**src/shared/sui_pkg.sv**
```systemverilog
package sui_pkg;

    // FIFO geometry: 16 entries each for transmit and receive.
    localparam int unsigned FIFO_DEPTH = 16;
    localparam logic [4:0] FIFO_FULL_COUNT = 5'h10;
    localparam logic [4:0] FIFO_EMPTY_COUNT = 5'h00;

    // Transmit group flag positions.
    localparam int unsigned TX_TRIG = 0;
    localparam int unsigned TX_NOT_FULL = 1;
    localparam int unsigned TX_EMPTY = 2;
    localparam int unsigned TX_OVF = 3;
    localparam int unsigned TX_UNF = 4;
    localparam int unsigned TX_NACK = 5;
    localparam int unsigned TX_DONE = 6;
    localparam int unsigned TX_ARB = 7;

    // Receive group flag positions.
    localparam int unsigned RX_TRIG = 0;
    localparam int unsigned RX_NOT_EMPTY = 1;
    localparam int unsigned RX_FULL = 2;
    localparam int unsigned RX_OVF = 3;
    localparam int unsigned RX_UNF = 4;
    localparam int unsigned RX_FRAME = 5;
    localparam int unsigned RX_PARITY = 6;
    localparam int unsigned RX_BAUD = 7;
    localparam int unsigned RX_BREAK = 8;

    // Master group flag positions.
    localparam int unsigned M_ARB = 0;
    localparam int unsigned M_NACK = 1;
    localparam int unsigned M_ACK = 2;
    localparam int unsigned M_STOP = 3;
    localparam int unsigned M_BUS_ERR = 4;
    localparam int unsigned M_HS_ENTER = 5;
    localparam int unsigned M_HS_EXIT = 6;

    // Slave group flag positions.
    localparam int unsigned S_ARB = 0;
    localparam int unsigned S_NACK = 1;
    localparam int unsigned S_ACK = 2;
    localparam int unsigned S_STOP = 3;
    localparam int unsigned S_START = 4;
    localparam int unsigned S_ADDR = 5;
    localparam int unsigned S_BUS_ERR = 6;
    localparam int unsigned S_RESTART = 7;
    localparam int unsigned S_HS_ENTER = 8;
    localparam int unsigned S_HS_EXIT = 9;

    // Externally clocked group flag positions.
    localparam int unsigned EC_WAKE = 0;
    localparam int unsigned EC_STOP = 1;
    localparam int unsigned EC_WR_STOP = 2;
    localparam int unsigned EC_RD_STOP = 3;

    // Implemented bits of each group; the rest read as zero.
    localparam logic [15:0] TX_USED = 16'h00ff;
    localparam logic [15:0] RX_USED = 16'h01ff;
    localparam logic [15:0] M_USED = 16'h007f;
    localparam logic [15:0] S_USED = 16'h03ff;
    localparam logic [15:0] EC_USED = 16'h000f;

    // One word per interrupt group.
    typedef struct packed {
        logic [15:0] tx;
        logic [15:0] rx;
        logic [15:0] mst;
        logic [15:0] slv;
        logic [15:0] ec;
    } sui_src_t;

    // Pin levels that are synchronised.
    typedef struct packed {
        logic rx_line;
        logic sda;
        logic scl;
    } sui_pins_t;

    // Whole state of the block.
    typedef struct packed {
        sui_pins_t s1;
        sui_pins_t s2;
        sui_src_t flag;
        logic [4:0] brk_cnt;
        logic brk_seen;
        logic [15:0] baud;
        logic addressed;
        logic hs;
    } sui_state_t;

    // Reset values; pin stages start at the idle-high line level so no false low follows reset.
    localparam sui_pins_t PINS_IDLE = 3'h7;
    localparam sui_state_t STATE_RST = {PINS_IDLE, PINS_IDLE, 104'h0};
    localparam logic [4:0] BRK_CNT_MAX = 5'h1f;

endpackage

```
**src/hw/sui_irq_sources.sv**
```systemverilog
`timescale 1ns/10ps
// How it works
// Group output is OR of enabled sources.
// Writing one clears only that flag.
// Level sources re-set while condition holds.
// TX trigger, not-full and empty from occupancy.
// Overflow and underflow on bad FIFO accesses.
// SmartCard card NACK raises TX NACK.
// TX done after stop, FIFO and shifter empty.
// TX line differing from RX flags arbitration.
// RX trigger, full and not-empty from occupancy.
// Full receive FIFO discards new frames.
// High at mid start bit flags error.
// Low stop bit flags frame error.
// Parity drop control; SmartCard NACK gives parity.
// LIN baud done flag and baud count.
// Break after width plus one low bits.
// Master arbitration, NACK, ACK, STOP, bus error.
// High-speed enter and exit events.
// Slave SDA mismatch with SCL high aborts.
// Slave stop on end of addressed transfer.
// Start flag suppressed while stretching for wake.
// Address match flag, optional address push.
// Wake and EZ stop events when enabled.
// No write stop for base-address-only writes.
// Masked view is flags AND mask.
// Externally clocked output has no clocked stage; here it comes from ec flags registered on clk_i like the other groups.
// Writing one to set forces the flag.
module sui_irq_sources
    import sui_pkg::*;
(
    input wire logic clk_i,
    input wire logic rst_i,
    input wire sui_src_t sw_clr_i,
    input wire sui_src_t sw_set_i,
    input wire sui_src_t mask_i,
    input wire logic [4:0] tx_count_i,
    input wire logic [3:0] tx_trigger_level_i,
    input wire logic tx_fw_write_i,
    input wire logic tx_hw_read_i,
    input wire logic tx_shift_empty_i,
    input wire logic tx_stop_sent_i,
    input wire logic smartcard_mode_i,
    input wire logic card_nack_i,
    input wire logic tx_drive_i,
    input wire logic tx_compare_i,
    input wire logic [4:0] rx_count_i,
    input wire logic [3:0] rx_trigger_level_i,
    input wire logic rx_fw_read_i,
    input wire logic rx_line_i,
    input wire logic start_mid_sample_i,
    input wire logic stop_sample_i,
    input wire logic frame_done_i,
    input wire logic parity_error_i,
    input wire logic drop_on_parity_i,
    input wire logic lin_mode_i,
    input wire logic bit_tick_i,
    input wire logic [3:0] break_width_i,
    input wire logic baud_done_i,
    input wire logic [15:0] baud_count_i,
    input wire logic sda_i,
    input wire logic scl_i,
    input wire logic sda_drive_i,
    input wire logic mst_active_i,
    input wire logic slv_active_i,
    input wire logic mst_nack_i,
    input wire logic mst_ack_i,
    input wire logic mst_stop_sent_i,
    input wire logic slv_nack_i,
    input wire logic slv_ack_i,
    input wire logic bus_error_i,
    input wire logic hs_code_nack_i,
    input wire logic start_det_i,
    input wire logic restart_det_i,
    input wire logic stop_det_i,
    input wire logic addr_match_i,
    input wire logic addr_accept_i,
    input wire logic ext_addr_match_on_i,
    input wire logic ext_operation_on_i,
    input wire logic nack_address_when_unready_i,
    input wire logic ez_mode_i,
    input wire logic xfer_is_write_i,
    input wire logic xfer_is_read_i,
    input wire logic ez_data_written_i,
    output sui_src_t flags_o,
    output sui_src_t masked_o,
    output logic tx_int_o,
    output logic rx_int_o,
    output logic master_int_o,
    output logic slave_int_o,
    output logic ec_int_o,
    output logic [4:0] interrupt_group_cause_o,
    output logic rx_fifo_write_o,
    output logic rx_push_address_o,
    output logic lin_abort_o,
    output logic baud_detect_start_o,
    output logic [15:0] baud_measure_count_o,
    output logic slave_abort_o
);

    // Registered state and its next value.
    sui_state_t q;
    sui_state_t d;
    // Events of this cycle, one word per group.
    sui_src_t ev;
    // Helper for checks: bits cleared with nothing to re-set them.
    logic [15:0] mst_clr_only;
    // Occupancy decodes.
    logic tx_empty;
    logic tx_full;
    logic rx_empty;
    logic rx_full;
    // Break detection decodes.
    logic brk_ev;
    logic [4:0] brk_target;
    logic [4:0] brk_next;

    // Flag update: set wins over clear, so an event in the clear cycle survives.
    function automatic logic [15:0] sui_upd(input logic [15:0] flag, input logic [15:0] evt,
                                            input logic [15:0] clr, input logic [15:0] set,
                                            input logic [15:0] used);
        sui_upd = ((flag & ~clr) | evt | set) & used;
    endfunction

    // Next state and all event decoding.
    always_comb begin
        d = q;
        ev = '0;
        // Pins pass two flops; only the second stage is read below.
        d.s1.rx_line = rx_line_i;
        d.s1.sda = sda_i;
        d.s1.scl = scl_i;
        d.s2 = q.s1;

        tx_empty = (tx_count_i == FIFO_EMPTY_COUNT);
        tx_full = (tx_count_i == FIFO_FULL_COUNT);
        rx_empty = (rx_count_i == FIFO_EMPTY_COUNT);
        rx_full = (rx_count_i == FIFO_FULL_COUNT);

        // Transmit sources; level ones fire every cycle their condition holds.
        ev.tx[TX_TRIG] = (tx_count_i < {1'b0, tx_trigger_level_i});
        ev.tx[TX_NOT_FULL] = !tx_full;
        ev.tx[TX_EMPTY] = tx_empty;
        ev.tx[TX_OVF] = tx_fw_write_i && tx_full;
        ev.tx[TX_UNF] = tx_hw_read_i && tx_empty;
        ev.tx[TX_NACK] = smartcard_mode_i && card_nack_i;
        ev.tx[TX_DONE] = tx_stop_sent_i && tx_empty && tx_shift_empty_i;
        // The compare point comes from the engine after the line has settled.
        ev.tx[TX_ARB] = tx_compare_i && (tx_drive_i != q.s2.rx_line);

        // Break: count whole low bit periods, fire once at width plus one.
        brk_target = {1'b0, break_width_i} + 5'h01;
        brk_next = q.brk_cnt;
        if (q.s2.rx_line) begin
            brk_next = '0;
        end else if (bit_tick_i && q.brk_cnt != BRK_CNT_MAX) begin
            brk_next = q.brk_cnt + 5'h01;
        end
        brk_ev = !q.brk_seen && !q.s2.rx_line && (brk_next >= brk_target);
        d.brk_cnt = brk_next;
        if (q.s2.rx_line) begin
            // Line released: arm for the next break.
            d.brk_seen = 1'b0;
        end else if (brk_ev) begin
            d.brk_seen = 1'b1;
        end

        // Frame storage: full FIFO, parity drop and LIN break all discard.
        rx_fifo_write_o = frame_done_i && !rx_full && !(parity_error_i && drop_on_parity_i)
                          && !(lin_mode_i && brk_ev);
        rx_push_address_o = addr_match_i && addr_accept_i && !rx_full;

        // Receive sources.
        ev.rx[RX_TRIG] = (rx_count_i > {1'b0, rx_trigger_level_i});
        ev.rx[RX_NOT_EMPTY] = !rx_empty;
        ev.rx[RX_FULL] = rx_full;
        ev.rx[RX_OVF] = rx_full && (frame_done_i || (addr_match_i && addr_accept_i));
        ev.rx[RX_UNF] = rx_fw_read_i && rx_empty;
        ev.rx[RX_FRAME] = (start_mid_sample_i && q.s2.rx_line)
                          || (stop_sample_i && !q.s2.rx_line);
        ev.rx[RX_PARITY] = (frame_done_i && parity_error_i) || (smartcard_mode_i && card_nack_i);
        ev.rx[RX_BAUD] = baud_done_i;
        ev.rx[RX_BREAK] = brk_ev;
        lin_abort_o = lin_mode_i && brk_ev;
        baud_detect_start_o = lin_mode_i && brk_ev;
        if (baud_done_i) begin
            d.baud = baud_count_i;
        end

        // Master sources; arbitration only counts while SCL is high.
        ev.mst[M_ARB] = mst_active_i && q.s2.scl && (sda_drive_i != q.s2.sda);
        ev.mst[M_NACK] = mst_nack_i;
        ev.mst[M_ACK] = mst_ack_i;
        ev.mst[M_STOP] = mst_stop_sent_i;
        ev.mst[M_BUS_ERR] = bus_error_i;
        ev.mst[M_HS_ENTER] = hs_code_nack_i;
        ev.mst[M_HS_EXIT] = stop_det_i && q.hs;

        // High-speed state: entered on the coded NACK, left on any STOP.
        if (hs_code_nack_i) begin
            d.hs = 1'b1;
        end else if (stop_det_i) begin
            d.hs = 1'b0;
        end

        // Slave sources.
        ev.slv[S_ARB] = slv_active_i && q.s2.scl && (sda_drive_i != q.s2.sda);
        slave_abort_o = ev.slv[S_ARB];
        ev.slv[S_NACK] = slv_nack_i;
        ev.slv[S_ACK] = slv_ack_i;
        ev.slv[S_STOP] = (stop_det_i || restart_det_i) && q.addressed;
        // While the slave stretches for wake-up the start is not reported.
        ev.slv[S_START] = (start_det_i || restart_det_i)
                          && !(ext_addr_match_on_i && !nack_address_when_unready_i);
        ev.slv[S_ADDR] = addr_match_i;
        ev.slv[S_BUS_ERR] = bus_error_i;
        ev.slv[S_RESTART] = restart_det_i;
        ev.slv[S_HS_ENTER] = hs_code_nack_i;
        ev.slv[S_HS_EXIT] = stop_det_i && q.hs;

        // Addressed marks a transfer for this slave, ACKed or not.
        if (addr_match_i) begin
            d.addressed = 1'b1;
        end else if (stop_det_i || restart_det_i) begin
            d.addressed = 1'b0;
        end

        // Externally clocked sources.
        ev.ec[EC_WAKE] = addr_match_i && ext_addr_match_on_i;
        ev.ec[EC_STOP] = stop_det_i && q.addressed && ez_mode_i && ext_operation_on_i;
        ev.ec[EC_WR_STOP] = ev.ec[EC_STOP] && xfer_is_write_i && ez_data_written_i;
        ev.ec[EC_RD_STOP] = ev.ec[EC_STOP] && xfer_is_read_i;

        // Flag update per group.
        d.flag.tx = sui_upd(q.flag.tx, ev.tx, sw_clr_i.tx, sw_set_i.tx, TX_USED);
        d.flag.rx = sui_upd(q.flag.rx, ev.rx, sw_clr_i.rx, sw_set_i.rx, RX_USED);
        d.flag.mst = sui_upd(q.flag.mst, ev.mst, sw_clr_i.mst, sw_set_i.mst, M_USED);
        d.flag.slv = sui_upd(q.flag.slv, ev.slv, sw_clr_i.slv, sw_set_i.slv, S_USED);
        d.flag.ec = sui_upd(q.flag.ec, ev.ec, sw_clr_i.ec, sw_set_i.ec, EC_USED);

        mst_clr_only = sw_clr_i.mst & ~sw_set_i.mst & ~ev.mst;
    end

    // State register.
    always_ff @(posedge clk_i) begin
        if (rst_i) begin
            q <= STATE_RST;
        end else begin
            q <= d;
        end
    end

    // Views and group outputs straight from the flag flops.
    assign flags_o = q.flag;
    assign masked_o = q.flag & mask_i;
    assign tx_int_o = |masked_o.tx;
    assign rx_int_o = |masked_o.rx;
    assign master_int_o = |masked_o.mst;
    assign slave_int_o = |masked_o.slv;
    // No extra flop on this path, so it follows the flags without a clocked stage.
    assign ec_int_o = |masked_o.ec;
    assign interrupt_group_cause_o = {ec_int_o, slave_int_o, master_int_o, rx_int_o, tx_int_o};
    assign baud_measure_count_o = q.baud;

    // The tx group output follows its enabled tx flags.
    group_or_a: assert property (@(posedge clk_i) disable iff (rst_i)
        tx_int_o == |(flags_o.tx & mask_i.tx))
        else $error("tx group output disagrees with enabled flags");

    // A clear without a new cause removes the flag next cycle.
    clear_one_a: assert property (@(posedge clk_i) disable iff (rst_i)
        1'b1 |=> ((flags_o.mst & $past(mst_clr_only)) == 16'h0000))
        else $error("master flag survived a clear");

    // Empty FIFO keeps the empty flag set even across clears.
    empty_reset_a: assert property (@(posedge clk_i) disable iff (rst_i)
        (tx_count_i == FIFO_EMPTY_COUNT) |=> flags_o.tx[TX_EMPTY])
        else $error("tx empty flag not set while empty");

    // Trigger follows level compare.
    tx_trigger_a: assert property (@(posedge clk_i) disable iff (rst_i)
        (tx_count_i < {1'b0, tx_trigger_level_i}) |=> flags_o.tx[TX_TRIG])
        else $error("tx trigger missed");

    // Full receive FIFO never takes a frame.
    rx_full_drop_a: assert property (@(posedge clk_i) disable iff (rst_i)
        (rx_count_i == FIFO_FULL_COUNT) |-> !rx_fifo_write_o)
        else $error("frame stored into full rx fifo");

    // Parity drop control discards the frame but flags it.
    parity_drop_a: assert property (@(posedge clk_i) disable iff (rst_i)
        (frame_done_i && parity_error_i && drop_on_parity_i) |-> !rx_fifo_write_o ##1 flags_o.rx[RX_PARITY])
        else $error("parity frame not dropped or not flagged");

    // Suppressed start while stretching for wake-up.
    slave_start_a: assert property (@(posedge clk_i) disable iff (rst_i)
        (ext_addr_match_on_i && !nack_address_when_unready_i && !flags_o.slv[S_START]
         && !sw_set_i.slv[S_START]) |=> !flags_o.slv[S_START])
        else $error("slave start set while stretching");

    // Wake only with external matching on.
    ec_wake_a: assert property (@(posedge clk_i) disable iff (rst_i)
        (!flags_o.ec[EC_WAKE] && !ext_addr_match_on_i && !sw_set_i.ec[EC_WAKE]) |=> !flags_o.ec[EC_WAKE])
        else $error("wake flag without external matching");

    // Software set forces the flag.
    set_force_a: assert property (@(posedge clk_i) disable iff (rst_i)
        sw_set_i.rx[RX_BREAK] |=> flags_o.rx[RX_BREAK])
        else $error("set did not force break flag");

    // A LIN abort comes with baud detect start and leaves the break flag behind.
    break_lin_a: assert property (@(posedge clk_i) disable iff (rst_i)
        lin_abort_o |-> baud_detect_start_o ##1 flags_o.rx[RX_BREAK])
        else $error("break abort without flag");

    // A firmware write into a full transmit FIFO is flagged.
    tx_overflow_a: assert property (@(posedge clk_i) disable iff (rst_i)
        (tx_fw_write_i && tx_count_i == FIFO_FULL_COUNT) |=> flags_o.tx[TX_OVF])
        else $error("tx overflow missed");

    // Done never rises while data is still waiting in the FIFO.
    tx_done_a: assert property (@(posedge clk_i) disable iff (rst_i)
        (tx_stop_sent_i && tx_count_i != FIFO_EMPTY_COUNT && !flags_o.tx[TX_DONE]
         && !sw_set_i.tx[TX_DONE]) |=> !flags_o.tx[TX_DONE])
        else $error("tx done with data left");

    // High-speed entry reaches both master and slave groups.
    hs_enter_a: assert property (@(posedge clk_i) disable iff (rst_i)
        hs_code_nack_i |=> (flags_o.mst[M_HS_ENTER] && flags_o.slv[S_HS_ENTER]))
        else $error("high speed entry not flagged");

    // An abort always leaves the slave arbitration flag behind.
    slave_abort_a: assert property (@(posedge clk_i) disable iff (rst_i)
        slave_abort_o |=> flags_o.slv[S_ARB])
        else $error("slave abort without flag");

    // An address push only happens on a match, which is flagged.
    addr_push_a: assert property (@(posedge clk_i) disable iff (rst_i)
        rx_push_address_o |-> addr_match_i ##1 flags_o.slv[S_ADDR])
        else $error("address push without match flag");

    // Without data beyond the base address the write stop stays clear.
    write_stop_a: assert property (@(posedge clk_i) disable iff (rst_i)
        (!ez_data_written_i && !flags_o.ec[EC_WR_STOP] && !sw_set_i.ec[EC_WR_STOP]) |=> !flags_o.ec[EC_WR_STOP])
        else $error("write stop on base address only");

endmodule

```
**config.mk**
```make
export PLATFORM = sky130hd
export DESIGN_NAME = sui_irq_sources
export DESIGN_NICKNAME = d
export VERILOG_FILES = /design/src/shared/sui_pkg.sv /design/src/hw/sui_irq_sources.sv
export SDC_FILE = /design/constraint.sdc
export NUM_CORES = 1
export LEC_CHECK = 0
export BUFFER_PORTS_ARGS = -buffer_cell sky130_fd_sc_hd__buf_4
export CORE_AREA = 2 2 201 203
export DETAILED_ROUTE_END_ITERATION = 10
export DIE_AREA = 0 0 203 205
export GPL_TIMING_DRIVEN = 0
export HOLD_SLACK_MARGIN = 0.06
export SLEW_MARGIN = 5
export SYNTH_ARGS = -nofsm -noshare
export SYNTH_HDL_FRONTEND = slang
export SYNTH_SLANG_ARGS = --single-unit
```
**constraint.sdc**
```tcl
create_clock -name clk_i -period 3.8 [get_ports clk_i]
set_clock_uncertainty 0.05 [all_clocks]
set_input_delay 0.76 -clock clk_i [delete_from_list [all_inputs] [get_ports clk_i]]
set_output_delay 0.76 -clock clk_i [all_outputs]
set_load 0.01 [all_outputs]
```
; After elaboration in Yosys (flattened, before gate mapping)
; Index checks and enable logic that the tools add are counted.
[word_totals]
word_cells = 113
in_bits = 322
reg_bits = 68
[op_classes]
n_eq_ne = 5
muxes = 6
bitwise = 21
reduce_logical = 60
add_sub_neg = 2
magnitude_cmp = 3
[op_table]
columns = operator, n
row1 = 72-bit by 80-bit bitwise AND with 80-bit output, 1
row2 = 16-bit OR reduction, 5
row3 = 1-bit logical AND, 36
row4 = 10-bit OR, 2
row5 = 9-bit OR, 2
row6 = 8-bit OR, 2
row7 = 7-bit OR, 2
row8 = 10-bit bitwise AND, 1
row9 = "5-bit equality test, second input constant", 2
row10 = 5-bit zero test, 2
row11 = 5-bit two-way mux, 2
row12 = 10-bit NOT, 1
row13 = 9-bit bitwise AND, 1
row14 = 1-bit zero test, 9
row15 = 9-bit NOT, 1
row16 = 8-bit bitwise AND, 1
row17 = 8-bit NOT, 1
row18 = 4-bit OR, 2
row19 = 7-bit bitwise AND, 1
row20 = 7-bit NOT, 1
row21 = "4-bit by 1-bit adder with 5-bit output, second input constant", 1
row22 = "5-bit by 1-bit adder with 5-bit output, second input constant", 1
row23 = 5-bit greater-or-equal comparator, 1
row24 = 5-bit by 4-bit greater-than comparator with 1-bit output, 1
row25 = other kinds (9), 18

; Longest topological paths before layout
[logic_depth]
ltp_word = 9
ltp_mapped = 14
mapped_depth_nobuf = 12

; Least setup slack after synthesis
; No wires, ideal clock.
[synth_path]
path_kind = register to output
from = reg q[19] in the netlist's numbering
to = out lin_abort_o
t_arrival_ns = 2.603
t_required_ns = 2.990
path_stages_with_launch = 14
path_slack_ns = 0.387
path_cell_list = dfxtp_1 > ha_1 > and3_1 > ha_1 > nor2b_1 > clkbuf_1 > mux2i_1 > nor2_1 > ha_1 > and2_1 > o21ai_0 > a21boi_0 > nor2_1 > buf_4
[synth_between]
elab_chain_len = 7
[synth_rtl]
columns = element, line
row1 = "start, declared", sui_irq_sources.sv:102  ; sui_state_t q;
row2 = "start signal, assigned", sui_irq_sources.sv:247  ; q <= STATE_RST;
row3 = "start signal, assigned", sui_irq_sources.sv:249  ; q <= d;
row4 = branches (longest 2 deep; another with 5-bit by 1-bit adder with 5-bit output), n/a
row5 = 5-bit two-way mux *, sui_irq_sources.sv:156  ; end else if (bit_tick_i && q.brk_cnt != BRK_CNT_MAX) begin
row6 = 5-bit two-way mux *, sui_irq_sources.sv:154  ; if (q.s2.rx_line) begin
row7 = via brk_next[4], sui_irq_sources.sv:116  ; logic [4:0] brk_next;
row8 = 5-bit greater-or-equal comparator *, sui_irq_sources.sv:159  ; brk_ev = !q.brk_seen && !q.s2.rx_line && (brk_next >= brk_target);
row9 = 1-bit logical AND *, sui_irq_sources.sv:159
row10 = 1-bit logical AND *, n/a
row11 = "end, declared", sui_irq_sources.sv:95  ; output logic lin_abort_o,
; Mark *: on every way through the listed nets, which the timed path passes.

; Worst setup path in the final report
[layout_path]
from = reg q[19] in the netlist's numbering
to = out rx_fifo_write_o
[layout_between]
elab_chain_len = 9
[layout_rtl]
columns = element, line
row1 = branches (longest 2 deep; another with 5-bit by 1-bit adder with 5-bit output), n/a
row2 = 5-bit two-way mux *, sui_irq_sources.sv:156
row3 = 5-bit two-way mux *, sui_irq_sources.sv:154
row4 = via brk_next[4], sui_irq_sources.sv:116
row5 = 5-bit greater-or-equal comparator *, sui_irq_sources.sv:159
row6 = 1-bit logical AND *, sui_irq_sources.sv:159
row7 = 1-bit logical AND *, sui_irq_sources.sv:170  ; && !(lin_mode_i && brk_ev);
row8 = 1-bit zero test *, sui_irq_sources.sv:170
row9 = 1-bit logical AND *, sui_irq_sources.sv:170
row10 = "end, declared", sui_irq_sources.sv:93  ; output logic rx_fifo_write_o,
; Marked as above.

==> out/metrics.yaml <==
timing:
  fmax_ghz: 0.2696
  drv_slew: 0
  tightest_slew_ns: 0.9545
  hold_viol: 0
  whs_ns: 0.3591
  fin_crit_ns: 3.710
  rsz0062_at_grt: "true"
  fin_crit_sh_pct: 97.63
  relSlewSlack_pct: 36.36
  setup_tns_ns: 0
  setup_viol: 0
route:
  vias: 4533
  drt_pass1_iterations: 4
  wl_um: 18250
  antenna_left: 0
  post_drt_wl_per_cell_um: 12.46
  drc: 0
  vias_per_cell: 3.096
  drtIter0Drc: 111
cts:
  clkTransAtPathRegs_ns: 0.06
  cts_tree: "built"
  cts_max_path_buffers: 2
  cts_buffers: 9
  clock-root-buffer: "clkbuf_16"
  insertion_delay_ns: 0.35
  clock_sinks: 68
  htree_levels: 3
floorplan:
  floorplan.die.width_um: 203
  core_area_mm2: 0.03937
  io_pins: 513
  start_util_pct: 11.00
  die-area_mm2: 0.04162
  die_h_um: 205
  rows: 73
global_routing:
  gr-total-overflow: 0
  gr-usage-all-layers_pct: 8.498
  met1_usage_pct: 8.886
  top_usage_layer: "met2"
  antenna_found_initial: 3
  grtUsageMet3_pct: 2.689
  grt_max_degree: 14
  grt_util_met2_pct: 15.04
  grt_pass1_wl_um: 25160
  grt_pass1_vias: 4352
power_and_ir_drop:
  powerDensity_mw_per_mm2: 286.9
  p_switching_mw: 0.6748
  vdd_drop_max_mv: 0.1746
  p_sw_share_pct: 29.51
  power_mw: 2.287
  combPwrFrac_pct: 28.8
  clock_power_share_pct: 36.6
  p_leak_nw: 4.152
  seqPwrFrac_pct: 34.6
  intPower_mw: 1.612
synthesis:
  synth_top_area_share_pct: 31.45
  synthXorXnorAreaFrac_pct: 1.416
  synth_seq_cells: 68
  synth_fa_ha_area_share_pct: 4.335
  synth.most_common_cell: "buf_4"
  ys_types: 34
  synth_largest_area_cell: "dfxtp_1"
  synthFlopType: "dfxtp_1"
  synth.area.mux_share_pct: 4.393
  async_reset_ff_share_pct: 0
  synth-compound-area-share_pct: 9.335
  synth_area_leaders: "dfxtp_1 31%, buf_4 25%, a21oi_1 5.7%"
  synth_edf_count: 0
  synth_commonest_cells: "144 x buf_4, 68 x dfxtp_1, 53 x nor2_1"
  yosysWarningCount: 0
  avgSynthCellArea_um2: 8.122
  syn_inst: 533
  yosysSeqAreaShare_pct: 31.45
  syn_area_mm2: 0.004329
  synth-simple-area-share_pct: 20.00
  synth_top_family_by_area: "buffers and inverters"
placed_design:
  gp_congestion: 0.8218
  dp_hpwl_um: 15590
  placedInstanceArea_mm2: 0.007550
  io_buffers: 300
setup_path:
  critPathTopFamily: "adder cells"
  worstRegToRegCells: 12
  critPathMaxFanout: 5
  crit_chain: "ha_4 > and3_4 > ha_4 > nor2b_1 > buf_4 > mux2i_2 > nor2_1 > ha_1 > and2_1 > o21ai_1 > a21boi_4 > o2111a_1 > buf_6"
  cp_common_cell: "ha_4"
  reg2reg_to: "flags_o[56]$_SDFF_PP0_"
  worstPathArrival_ns: 2.90
  r2r_setup_slack_ns: 1.28
  rr_startpoint: "q[19]$_SDFF_PP0_"
  max_stage_delay_ns: 0.34
  end_kind: "output port"
  required_ns: 2.99
  critPathKind: "reg -> out"
  start_kind: "flip-flop"
  cp.buffers_inverters: 2
  cp_slowest_cell: "dfxtp_2"
worst_hold_path:
  min_from: "d[106]$_SDFF_PP1_"
  hold_end: "q[106]$_SDFF_PP1_"
  hp-class: "reg -> reg"
  min_path_cells: 1
final_layout:
  nets: 1268
  n_fill_cell: 4377
  final_cell_area_mm2: 0.007969
  area_delta_synth_final_pct: 84.08
  final_core_util_pct: 20.24
  drive_gt1_share_pct: 52.56
job:
  max_cap_violations: 0
outcome:
  status: "complete, no violations"
==> cell families (layout without fill, tap and decap cells) <==
| family | count (synthesis) | count (layout) |
|---|---|---|
| xor gates and xnor gates | 7 | 7 |
| and+or+nand+nor | 161 | 161 |
| muxes | 19 | 19 |
| adders and majority gates | 15 | 15 |
| buffers and inverters | 190 | 510 |
| AOI/OAI and AO/OA | 72 | 72 |
| DFF | 68 | 68 |
| other | 1 | 87 |
==> worst max path at each step <==
| stage | startpoint | end | slack [ns] | depth (start not counted) |
|---|---|---|---|---|
| finish | q[19]$_SDFF_PP0_ | rx_fifo_write_o | 0.09 | 13 |
| global route | q[20]$_SDFF_PP0_ | rx_fifo_write_o | -0.11 | 13 |
| CTS | q[19]$_SDFF_PP0_ | lin_abort_o | 0.01 | 14 |
| detailed placement | bit_tick_i | lin_abort_o | -0.05 | 12 |
| global placement | bit_tick_i | lin_abort_o | -0.08 | 12 |
| floorplan | q[19]$_SDFF_PP0_ | lin_abort_o | 0.39 | 13 |
==> power by group through the flow <==
stage	sequential (mW)	clock [mW]	combinational (mW)
after floorplan	0.792	0	0.330
after global placement	0.806	0	0.653
after detailed placement	0.807	0	0.659
after CTS	0.792	0.894	0.665
after global routing	0.797	0.917	0.719
final	0.791	0.836	0.659
==> layout by cell type, fill, tap and decap left out, drive strengths merged, types with 2 or more instances in the layout <==
cell type  synthesis  layout
conb               1      84
nor2              53      53
a221oi             6       6
o22ai              3       3
buf              145     450
a211oi             2       2
o21ai              8       8
and2              39      39
nor3               3       3
ha                15      15
nor4               2       2
inv               35      36
or4                9       9
nand2b            15      15
diode              0       3
nand2              5       5
or2               14      14
clkbuf            10      19
a21oi             49      49
xnor2              2       2
clkinvlp           0       4
and3               4       4
xor2               5       5
mux2i             19      19
dfxtp             68      68
nand3              7       7
nor2b              8       8
==> cell type report <==
type	instances	area (um2)	share of cell area (%)
repair buffers	304	2290	28.73
multi-input cells	358	2102	26.38
flip-flops and latches	68	1364	17.11
plain buffers	155	1131	14.19
well taps	525	656.9	8.243
clock buffers	10	239.0	2.999
inverters	35	131.4	1.649
clock inverters	6	47.55	0.5966
diodes	3	7.507	0.09421
==> state kept, by name, indices dropped and copies added (netlist names) <==
signal and flops:
baud_measure_count_o 16, d 3, flags_o 38, q 11
==> routing by layer <==
layer	share of wire [%]	vias to the layer above
met1	38	1947
met2	50	253
li1	-	2307
met5	0.071	-
met3	8.4	24
met4	3.0	2
==> repair_timing <==
item                                    in CTS  in global routing
endpoints found under the setup margin       3                  3
pin swaps                                   10                  6
hold buffers                                 0                  0
resized for setup                           18                  9
buffers inserted                             4                  0
endpoints found under the hold margin        0                  0
==> metrics by stage <==
| stage | cells | setup WS, ns |
|---|---|---|
| floorplan | 616 | 0.3868 |
| global placement | 1441 | -0.07876 |
| detailed placement | 1441 | -0.04739 |
| CTS | 1461 | 0.01073 |
| global route | 1462 | -0.1061 |
| finish | 1464 | 0.09013 |
Note: power is estimated with default switching activity, not from simulation.
